--- src/pin_select_pkg.sv ---
// shared constants for the port / analog pin function select block
package pin_select_pkg;

   // bus geometry
   localparam int ADDR_W = 10;
   localparam int DATA_W = 32;
   localparam int IDX_W  = 8;

   // pin and channel counts
   localparam int NIB_W    = 4;
   localparam int PIN_CNT  = 16;
   localparam int CHAN_CNT = 12;

   // register indices, byte address is four times the index
   localparam logic [IDX_W-1:0] IDX_PORT_MODE_A   = 8'h04;
   localparam logic [IDX_W-1:0] IDX_SERIAL_MODE   = 8'h05;
   localparam logic [IDX_W-1:0] IDX_EXTRA_CTRL    = 8'h0C;
   localparam logic [IDX_W-1:0] IDX_ANALOG_SEL_A  = 8'h19;
   localparam logic [IDX_W-1:0] IDX_ANALOG_SEL_B  = 8'h1A;
   localparam logic [IDX_W-1:0] IDX_DIR_BASE      = 8'h30;
   localparam logic [IDX_W-1:0] IDX_LATCH_BASE    = 8'h40;
   localparam logic [IDX_W-1:0] IDX_PIN_LEVEL     = 8'h50;
   localparam logic [IDX_W-1:0] IDX_PIN_DRIVE     = 8'h51;

   // index steps from a base to the port 3, 4 and 5 nibbles
   localparam logic [IDX_W-1:0] STEP_PORT3 = 8'h03;
   localparam logic [IDX_W-1:0] STEP_PORT4 = 8'h04;
   localparam logic [IDX_W-1:0] STEP_PORT5 = 8'h05;

   // field positions
   localparam int SO_SEL_BIT     = 0;
   localparam int SI_SEL_BIT     = 1;
   localparam int TOC_SEL_BIT    = 2;
   localparam int SCK_SEL_BIT    = 3;
   localparam int OPENDRAIN_BIT  = 2;
   localparam int PULLUP_BIT     = 3;
   localparam int P4_GROUP_BIT   = 1;
   localparam int P5_GROUP_BIT   = 2;

   // pin positions within the flat 16-pin vector
   localparam int PIN_SCK = 0;
   localparam int PIN_SI  = 1;
   localparam int PIN_SO  = 2;
   localparam int PIN_TOC = 3;

   // reset values
   localparam logic [NIB_W-1:0] LATCH_RST  = 4'hF;
   localparam logic [NIB_W-1:0] DIR_RST    = 4'h0;
   localparam logic [NIB_W-1:0] SEL_RST    = 4'h0;
   localparam logic [2:0]       SEL_B_RST  = 3'h0;
   localparam logic [NIB_W-1:0] CTRL_RST   = 4'h0;

endpackage

--- src/port_analog_pin_function_select.sv ---
// pin function select for port groups 0 and 3 to 5 with Avalon-MM slave
module port_analog_pin_function_select
   import pin_select_pkg::*;
(
   // clock and reset
   input  wire logic                clk_sys,
   input  wire logic                sys_rst,

   // avalon-mm register slave
   input  wire logic [ADDR_W-1:0]   avs_address,
   input  wire logic                avs_read,
   input  wire logic                avs_write,
   input  wire logic [DATA_W-1:0]   avs_writedata,
   input  wire logic [3:0]          avs_byteenable,
   output logic      [DATA_W-1:0]   avs_readdata,
   output logic                     avs_waitrequest,

   // shared pins: bit 4*g+n is group g (ports 0,3,4,5) pin n
   input  wire logic [PIN_CNT-1:0]  pin_in,
   output logic      [PIN_CNT-1:0]  pin_out,
   output logic      [PIN_CNT-1:0]  pin_oe_n,
   output logic      [PIN_CNT-1:0]  pin_pullup_on,

   // serial interface side
   input  wire logic                sck_out,
   input  wire logic                sck_drive,
   output logic                     sck_in,
   output logic                     serial_in_data,
   input  wire logic                serial_out_data,

   // timer C side
   input  wire logic                timer_c_output_pin,

   // analog converter side: channel inputs connected to pins
   output logic      [CHAN_CNT-1:0] adc_channel_pin
);

   // group decode: returns {hit, group} for ports 0,3,4,5 at a base
   function automatic logic [2:0] group_hit(
      input logic [IDX_W-1:0] idx,
      input logic [IDX_W-1:0] base
   );
      logic [2:0] res;
      res = 3'h0;
      if (idx == base) begin
         res = 3'h4;
      end else if (idx == base + STEP_PORT3) begin
         res = 3'h5;
      end else if (idx == base + STEP_PORT4) begin
         res = 3'h6;
      end else if (idx == base + STEP_PORT5) begin
         res = 3'h7;
      end
      return res;
   endfunction

   // software-visible state, held as internal copies
   logic [NIB_W-1:0]   port_mode_reg_a_reg;
   logic [NIB_W-1:0]   serial_mode_reg;
   logic [NIB_W-1:0]   extra_control_reg;
   logic [NIB_W-1:0]   analog_pin_select_a_reg;
   logic [2:0]         analog_pin_select_b_reg;
   logic [PIN_CNT-1:0] port_direction_bit_reg;
   logic [PIN_CNT-1:0] port_output_latch_reg;

   // bus handshake state
   logic               ack_reg;
   logic [DATA_W-1:0]  rdata_reg;
   logic               req;
   logic               wr_en;
   logic [IDX_W-1:0]   idx;
   logic [2:0]         dir_hit;
   logic [2:0]         latch_hit;
   logic [NIB_W-1:0]   wnib;

   // per-register write strobes
   logic               wr_mode_a;
   logic               wr_serial_mode;
   logic               wr_extra_ctrl;
   logic               wr_sel_a;
   logic               wr_sel_b;
   logic               wr_dir;
   logic               wr_latch;

   // pin mux results
   logic [PIN_CNT-1:0] analog_mask;
   logic [PIN_CNT-1:0] periph_drive;
   logic [PIN_CNT-1:0] periph_value;
   logic [PIN_CNT-1:0] drive_next;
   logic [PIN_CNT-1:0] value_next;
   logic [PIN_CNT-1:0] pullup_next;
   logic [DATA_W-1:0]  rdata_next;

   // output flops
   logic [PIN_CNT-1:0]  pin_out_reg;
   logic [PIN_CNT-1:0]  pin_oe_n_reg;
   logic [PIN_CNT-1:0]  pin_pullup_reg;
   logic [CHAN_CNT-1:0] adc_channel_reg;
   logic                sck_in_reg;
   logic                serial_in_reg;

   // address and write decode
   assign req       = avs_read | avs_write;
   assign idx       = avs_address[ADDR_W-1:2];
   assign wnib      = avs_writedata[NIB_W-1:0];
   assign dir_hit   = group_hit(idx, IDX_DIR_BASE);
   assign latch_hit = group_hit(idx, IDX_LATCH_BASE);
   assign wr_en     = avs_write & ack_reg & avs_byteenable[0];

   // per-register write strobes, only in the answer cycle
   assign wr_mode_a      = wr_en & (idx == IDX_PORT_MODE_A);
   assign wr_serial_mode = wr_en & (idx == IDX_SERIAL_MODE);
   assign wr_extra_ctrl  = wr_en & (idx == IDX_EXTRA_CTRL);
   assign wr_sel_a       = wr_en & (idx == IDX_ANALOG_SEL_A);
   assign wr_sel_b       = wr_en & (idx == IDX_ANALOG_SEL_B);
   assign wr_dir         = wr_en & dir_hit[2];
   assign wr_latch       = wr_en & latch_hit[2];

   // one wait state on every access, then the answer
   assign avs_waitrequest = req & ~ack_reg;
   assign avs_readdata    = rdata_reg;

   // handshake: ack for exactly one cycle per request
   always_ff @(posedge clk_sys) begin
      if (sys_rst) begin
         ack_reg <= 1'b0;
      end else begin
         ack_reg <= req & ~ack_reg;
      end
   end

   // read mux; select registers are write-only and read zero
   always_comb begin
      rdata_next = '0;
      if (idx == IDX_PIN_LEVEL) begin
         rdata_next[PIN_CNT-1:0] = pin_in;
      end else if (idx == IDX_PIN_DRIVE) begin
         rdata_next[PIN_CNT-1:0] = ~pin_oe_n_reg;
      end
   end

   // read data captured in the wait cycle, held for the answer
   always_ff @(posedge clk_sys) begin
      if (sys_rst) begin
         rdata_reg <= '0;
      end else if (avs_read & ~ack_reg) begin
         rdata_reg <= rdata_next;
      end
   end

   // port mode register A: serial out, serial in, timer C select
   always_ff @(posedge clk_sys) begin
      if (sys_rst) begin
         port_mode_reg_a_reg <= SEL_RST;
      end else if (wr_mode_a) begin
         port_mode_reg_a_reg <= wnib;
      end
   end

   // serial mode register, only the clock pin select acts here
   always_ff @(posedge clk_sys) begin
      if (sys_rst) begin
         serial_mode_reg <= SEL_RST;
      end else if (wr_serial_mode) begin
         serial_mode_reg <= wnib;
      end
   end

   // extra control: open-drain and global pull-up bits
   always_ff @(posedge clk_sys) begin
      if (sys_rst) begin
         extra_control_reg <= CTRL_RST;
      end else if (wr_extra_ctrl) begin
         extra_control_reg <= wnib;
      end
   end

   // first analog select, one bit per port 3 pin
   always_ff @(posedge clk_sys) begin
      if (sys_rst) begin
         analog_pin_select_a_reg <= SEL_RST;
      end else if (wr_sel_a) begin
         analog_pin_select_a_reg <= wnib;
      end
   end

   // second analog select, group bits for ports 4 and 5
   always_ff @(posedge clk_sys) begin
      if (sys_rst) begin
         analog_pin_select_b_reg <= SEL_B_RST;
      end else if (wr_sel_b) begin
         analog_pin_select_b_reg <= wnib[2:0];
      end
   end

   // direction bits, one nibble per port group
   always_ff @(posedge clk_sys) begin
      if (sys_rst) begin
         port_direction_bit_reg <= {4{DIR_RST}};
      end else if (wr_dir) begin
         port_direction_bit_reg[dir_hit[1:0]*NIB_W +: NIB_W] <= wnib;
      end
   end

   // output latches, one nibble per port group
   always_ff @(posedge clk_sys) begin
      if (sys_rst) begin
         port_output_latch_reg <= {4{LATCH_RST}};
      end else if (wr_latch) begin
         port_output_latch_reg[latch_hit[1:0]*NIB_W +: NIB_W] <= wnib;
      end
   end

   // analog select mask over the flat pin vector
   assign analog_mask = {
      {NIB_W{analog_pin_select_b_reg[P5_GROUP_BIT]}},
      {NIB_W{analog_pin_select_b_reg[P4_GROUP_BIT]}},
      analog_pin_select_a_reg,
      {NIB_W{1'b0}}
   };

   // pull-up follows enable and latch, blind to analog select
   assign pullup_next = {PIN_CNT{extra_control_reg[PULLUP_BIT]}}
                      & port_output_latch_reg;

   // pin mux: peripheral overrides on top of direction and latch
   always_comb begin
      periph_drive = port_direction_bit_reg;
      periph_value = port_output_latch_reg;
      // serial clock pin follows the serial block's own direction
      if (serial_mode_reg[SCK_SEL_BIT]) begin
         periph_drive[PIN_SCK] = sck_drive;
         periph_value[PIN_SCK] = sck_out;
      end
      // serial data in pin never drives
      if (port_mode_reg_a_reg[SI_SEL_BIT]) begin
         periph_drive[PIN_SI] = 1'b0;
         periph_value[PIN_SI] = 1'b0;
      end
      // serial data out pin drives here; open drain below can release a high level
      if (port_mode_reg_a_reg[SO_SEL_BIT]) begin
         periph_drive[PIN_SO] = 1'b1;
         periph_value[PIN_SO] = serial_out_data;
      end
      // timer C output pin always drives
      if (port_mode_reg_a_reg[TOC_SEL_BIT]) begin
         periph_drive[PIN_TOC] = 1'b1;
         periph_value[PIN_TOC] = timer_c_output_pin;
      end
   end

   // analog float and open drain gating after the overrides
   always_comb begin
      drive_next = periph_drive & ~analog_mask;
      value_next = periph_value;
      // open drain: a high level on the serial out pin is released, never pushed
      if (extra_control_reg[OPENDRAIN_BIT] && periph_value[PIN_SO]) begin
         drive_next[PIN_SO] = 1'b0;
      end
   end

   // registered pin output values
   always_ff @(posedge clk_sys) begin
      if (sys_rst) begin
         pin_out_reg <= {4{LATCH_RST}};
      end else begin
         pin_out_reg <= value_next;
      end
   end

   // registered active-low output enables
   always_ff @(posedge clk_sys) begin
      if (sys_rst) begin
         pin_oe_n_reg <= {PIN_CNT{1'b1}};
      end else begin
         pin_oe_n_reg <= ~drive_next;
      end
   end

   // registered pull-up controls
   always_ff @(posedge clk_sys) begin
      if (sys_rst) begin
         pin_pullup_reg <= '0;
      end else begin
         pin_pullup_reg <= pullup_next;
      end
   end

   // registered converter channel connections
   always_ff @(posedge clk_sys) begin
      if (sys_rst) begin
         adc_channel_reg <= '0;
      end else begin
         adc_channel_reg <= analog_mask[PIN_CNT-1:NIB_W];
      end
   end

   // serial clock level to the serial block, idle high unselected
   always_ff @(posedge clk_sys) begin
      if (sys_rst) begin
         sck_in_reg <= 1'b1;
      end else begin
         sck_in_reg <= serial_mode_reg[SCK_SEL_BIT]
                     ? pin_in[PIN_SCK] : 1'b1;
      end
   end

   // serial data level to the serial block, idle high unselected
   always_ff @(posedge clk_sys) begin
      if (sys_rst) begin
         serial_in_reg <= 1'b1;
      end else begin
         serial_in_reg <= port_mode_reg_a_reg[SI_SEL_BIT]
                        ? pin_in[PIN_SI] : 1'b1;
      end
   end

   // outputs
   assign pin_out         = pin_out_reg;
   assign pin_oe_n        = pin_oe_n_reg;
   assign pin_pullup_on   = pin_pullup_reg;
   assign adc_channel_pin = adc_channel_reg;
   assign sck_in          = sck_in_reg;
   assign serial_in_data  = serial_in_reg;

endmodule

--- config.mk ---
export PLATFORM = sky130hd
export DESIGN_NAME = port_analog_pin_function_select
export DESIGN_NICKNAME = d
export VERILOG_FILES = /design/src/pin_select_pkg.sv /design/src/port_analog_pin_function_select.sv
export SDC_FILE = /design/constraint.sdc
export NUM_CORES = 1
export LEC_CHECK = 0
export BUFFER_PORTS_ARGS = -buffer_cell sky130_fd_sc_hd__buf_4
export CAP_MARGIN = 30
export CORE_MARGIN = 2
export CORE_UTILIZATION = 40
export DETAILED_ROUTE_END_ITERATION = 12
export HOLD_SLACK_MARGIN = 0.1
export PLACE_DENSITY = 0.71
export SLEW_MARGIN = 20
export SYNTH_ARGS = -nofsm -noshare
export SYNTH_HDL_FRONTEND = slang
export SYNTH_SLANG_ARGS = --single-unit
--- constraint.sdc ---
create_clock -name clk_sys -period 3.9 [get_ports clk_sys]
set_input_delay 0.78 -clock clk_sys [delete_from_list [all_inputs] [get_ports clk_sys]]
set_output_delay 0.78 -clock clk_sys [all_outputs]
set_load 0.02 [all_outputs]
==> Implementation_results.wiki <==
{| class="wikitable"
! Metric !! Value
|-
| Run status || complete, no violations
|-
| Sequential cell area fraction in the yosys report || 0.5183
|-
| Post-Syn Area || 0.004519 mm²
|-
| Worst path slowest cell || sky130_fd_sc_hd__or4b_4
|-
| Time the worst path needs with I/O delays and setup || 2.977 ns
|-
| Commonest non-fill, non-tap cells in the layout || sky130_fd_sc_hd__buf_4, sky130_fd_sc_hd__dfxtp_1, sky130_fd_sc_hd__nand2_1
|-
| Non-filler instance count after layout || 733
|-
| Maximum vdd ir drop || 0.3076 mV
|-
| Setup Viol. Count Final || 0
|-
| Arrival @ worst endpoint || 3.30 ns
|-
| Maximum clock frequency || 335.9 MHz
|-
| Reg-to-reg slack, setup || 2.13 ns
|-
| Worst Reg2Reg Path Length in Cells || 4
|-
| Clock Path Buffers || 2
|-
| Post-CTS setup buffers || 0
|-
| Row cnt || 38
|-
| GRT Overall Usage || 0.1798
|-
| Clock transition at path regs || 0.05 ns
|-
| Layout cells sized above 1 || 0.2799
|-
| Number of buffers inserted during clock tree synthesis || 17
|-
| Count of warnings emitted by yosys || 0
|-
| Global route overflow || 0
|-
| Average wire per standard cell || 14.57 µm
|-
| Cell count after placement || 701
|-
| Series of cell instances along the critical path || buf_4, or4b_4, or3_1, ha_1, or3b_2, nor3_1, nand4_2, o22ai_1
|-
| Critical setup path kind || input pin to flip-flop
|-
| Skew-Pair Late Insertion Delay || 0.40 ns
|-
| Pwr dens || 480.1 mW/mm²
|-
| Post-DRT Antenna Nets || 0
|-
| Number of max-slew violations in the final report || 0
|-
| Top Ports || 165
|-
| Depth of the worst hold-timing path || 1
|-
| Origin of the critical flop-to-flop path || ack_reg
|-
| Worst Skew || 0.004760 ns
|-
| Final cycle utilization of the critical path || 0.7634
|-
| Transition time at the pin with the least slew margin || 0.7931 ns
|-
| Most common cell after layout, fill and taps aside || sky130_fd_sc_hd__buf_4
|-
| Crit-path max FO || 7
|-
| Post-synthesis cell type count || 53
|-
| 1st-pass router iterations || 6
|-
| Final-layout setup total negative slack || 0 ns
|-
| Routed via count || 3646
|-
| Layout area overhead || 31.76%
|-
| Total number of nets in the final design || 658
|-
| Number of enable-type register cells in the synthesized netlist || 0
|-
| Hold-fix buffer count after cts || 0
|-
| Required arrival time at the worst endpoint || 4.23 ns
|-
| Antenna violations before repair || 0
|-
| Endpoint of the worst register-to-register path || port_direction_bit_reg[11]
|-
| Total Routed Length || 10680 µm
|-
| Detailed router's first-iteration violation count || 220
|-
| Antenna Diode Count || 0
|-
| Worst setup path start || avs_address[9]
|-
| Synth Instances || 474
|-
| Count of final hold-check violations || 0
|-
| Remaining routing DRC violations || 0
|-
| TritonCTS clock tree || done
|-
| Type of the tightest min-delay check || flip-flop to flip-flop
|-
| Number of synthesized register bits || 117
|-
| Wire length of the first global-routing pass || 16640 µm
|-
| Clock sinks || 117
|-
| Peak per-stage delay on the critical path || 0.57 ns
|-
| Placer's final routability congestion estimate || 0.8577
|-
| Maximum number of pins on one net before global-route repair || 54
|-
| Resize count post-CTS || 0
|-
| Worst slew margin || 0.4697
|-
| Max_cap viols || 0
|-
| Starting density of the core || 0.4133
|-
| Clock Tree Root || sky130_fd_sc_hd__clkbuf_16
|-
| Mapped Avg Cell Area || 9.534 µm²
|-
| Full die area || 0.01217 mm²
|-
| Max H-tree Level || 4
|-
| End point of the most critical hold path || pin_oe_n[9]
|-
| Number of buffers inserted by port buffering || 115
|-
| Static leakage || 2.577 nW
|-
| Critical path capture point type || flip-flop
|-
| Startpoint Class || input pin
|-
| Die height || 110.3 µm
|-
| Unrepaired setup endpoints after global routing || false
|-
| Flip-flop cell with the highest count after synthesis || sky130_fd_sc_hd__dfxtp_1
|-
| Final HPWL from detailed placement || 7559 µm
|-
| Std-Cell Core Area || 0.01094 mm²
|-
| Floorplan die width || 110.3 µm
|-
| Vias in the first global route || 3467
|-
| Number of filler cells placed in the layout || 995
|-
| Fraction of registers with async set/reset || 0
|-
| Hold Path Origin || port_direction_bit_reg[9]
|-
| Via/cell ratio || 4.974
|}
[worst max path at each step]
stage | to | slack [ns] | depth (start not counted)
after floorplan | port_output_latch_reg[12] | 0.84 | 7
after global placement | port_output_latch_reg[13] | 0.57 | 8
after detailed placement | port_output_latch_reg[12] | 0.54 | 8
after CTS | port_output_latch_reg[12] | 0.94 | 8
after global routing | port_output_latch_reg[13] | 0.75 | 8
final | port_output_latch_reg[12] | 0.92 | 8
[worst max-delay path, delay by kind of cell]
| kind | cells | cell delay (ns) |
|---|---|---|
| buffers and inverters | 1 | 0.13 |
| adders and majority gates | 1 | 0.40 |
| and+or+nand+nor | 5 | 1.81 |
| AOI/OAI and AO/OA | 1 | 0.18 |
[power breakdown]
group          internal, W  switching [W]  total (W)  leakage [nW]
logic            0.0000609       0.000105   0.000166          1.35
clock network     0.000968       0.000508    0.00148         0.283
registers          0.00121     0.00000729    0.00122         0.947
[final cells by class]
type | instances | area, µm² | area share
clock inverter | 8 | 72.57 | 0.01219
tap | 140 | 175.2 | 0.02942
multi-input combinational | 309 | 1903 | 0.3196
timing repair buffer | 118 | 885.9 | 0.1488
inverter | 18 | 67.56 | 0.01135
clock buffer | 23 | 508.0 | 0.08531
sequential | 117 | 2342 | 0.3934
[logic make-up (layout without fill, tap and decap cells)]
| logic type | Yosys count | in the layout | share of synthesized area |
|---|---|---|---|
| simple gates | 182 | 182 | 0.2160 |
| flops | 117 | 117 | 0.5183 |
| compound gates | 85 | 85 | 0.1249 |
| buf+inv | 63 | 167 | 0.07475 |
| mux | 17 | 17 | 0.03793 |
| fa+ha+maj | 7 | 7 | 0.01938 |
| xor+xnor | 2 | 2 | 0.008030 |
| other cells | 1 | 16 | 0.0008298 |
[routing by layer]
metal | vias up | GRT usage | share of wire
met5 | - | 0 | 0
met3 | 15 | 0.05232 | 0.049
li1 | 1815 | - | -
met4 | 0 | 0.06339 | 0.015
met1 | 1712 | 0.2286 | 0.45
met2 | 104 | 0.2914 | 0.48
[synth_stat cells (all sizes together), types with 4 or more instances]
master,number,area share
a211oi,5,0.0083
a21o,5,0.0083
a21oi,20,0.022
a2bb2oi,16,0.031
a31oi,6,0.0083
and2,18,0.025
buf,30,0.047
clkbuf,15,0.012
dfxtp,117,0.52
ha,7,0.019
inv,17,0.014
mux2i,16,0.035
nand2,53,0.044
nand3,18,0.021
nand4,9,0.014
nor2,32,0.027
nor2b,11,0.015
nor3,9,0.012
o211ai,8,0.013
o21ai,15,0.017
o22ai,4,0.0055
or2,7,0.0097
[through the flow]
stage / utilization / hold slack [ns] / power [W] / area, µm² / setup WS [ns]
global placement: 0.4903 / 0.3713 / 0.001401 / 5361 / 0.5744
finish: 0.5445 / 0.3732 / 0.002859 / 5954 / 0.9228
global route: 0.5445 / 0.4046 / 0.002958 / 5954 / 0.7454
floorplan: - / 0.3582 / 0.001347 / 4576 / 0.8420
detailed placement: 0.4903 / 0.3686 / 0.001405 / 5361 / 0.5424
CTS: 0.5434 / 0.3773 / 0.002884 / 5942 / 0.9435
No activity file was read; power rests on OpenSTA's default activity.
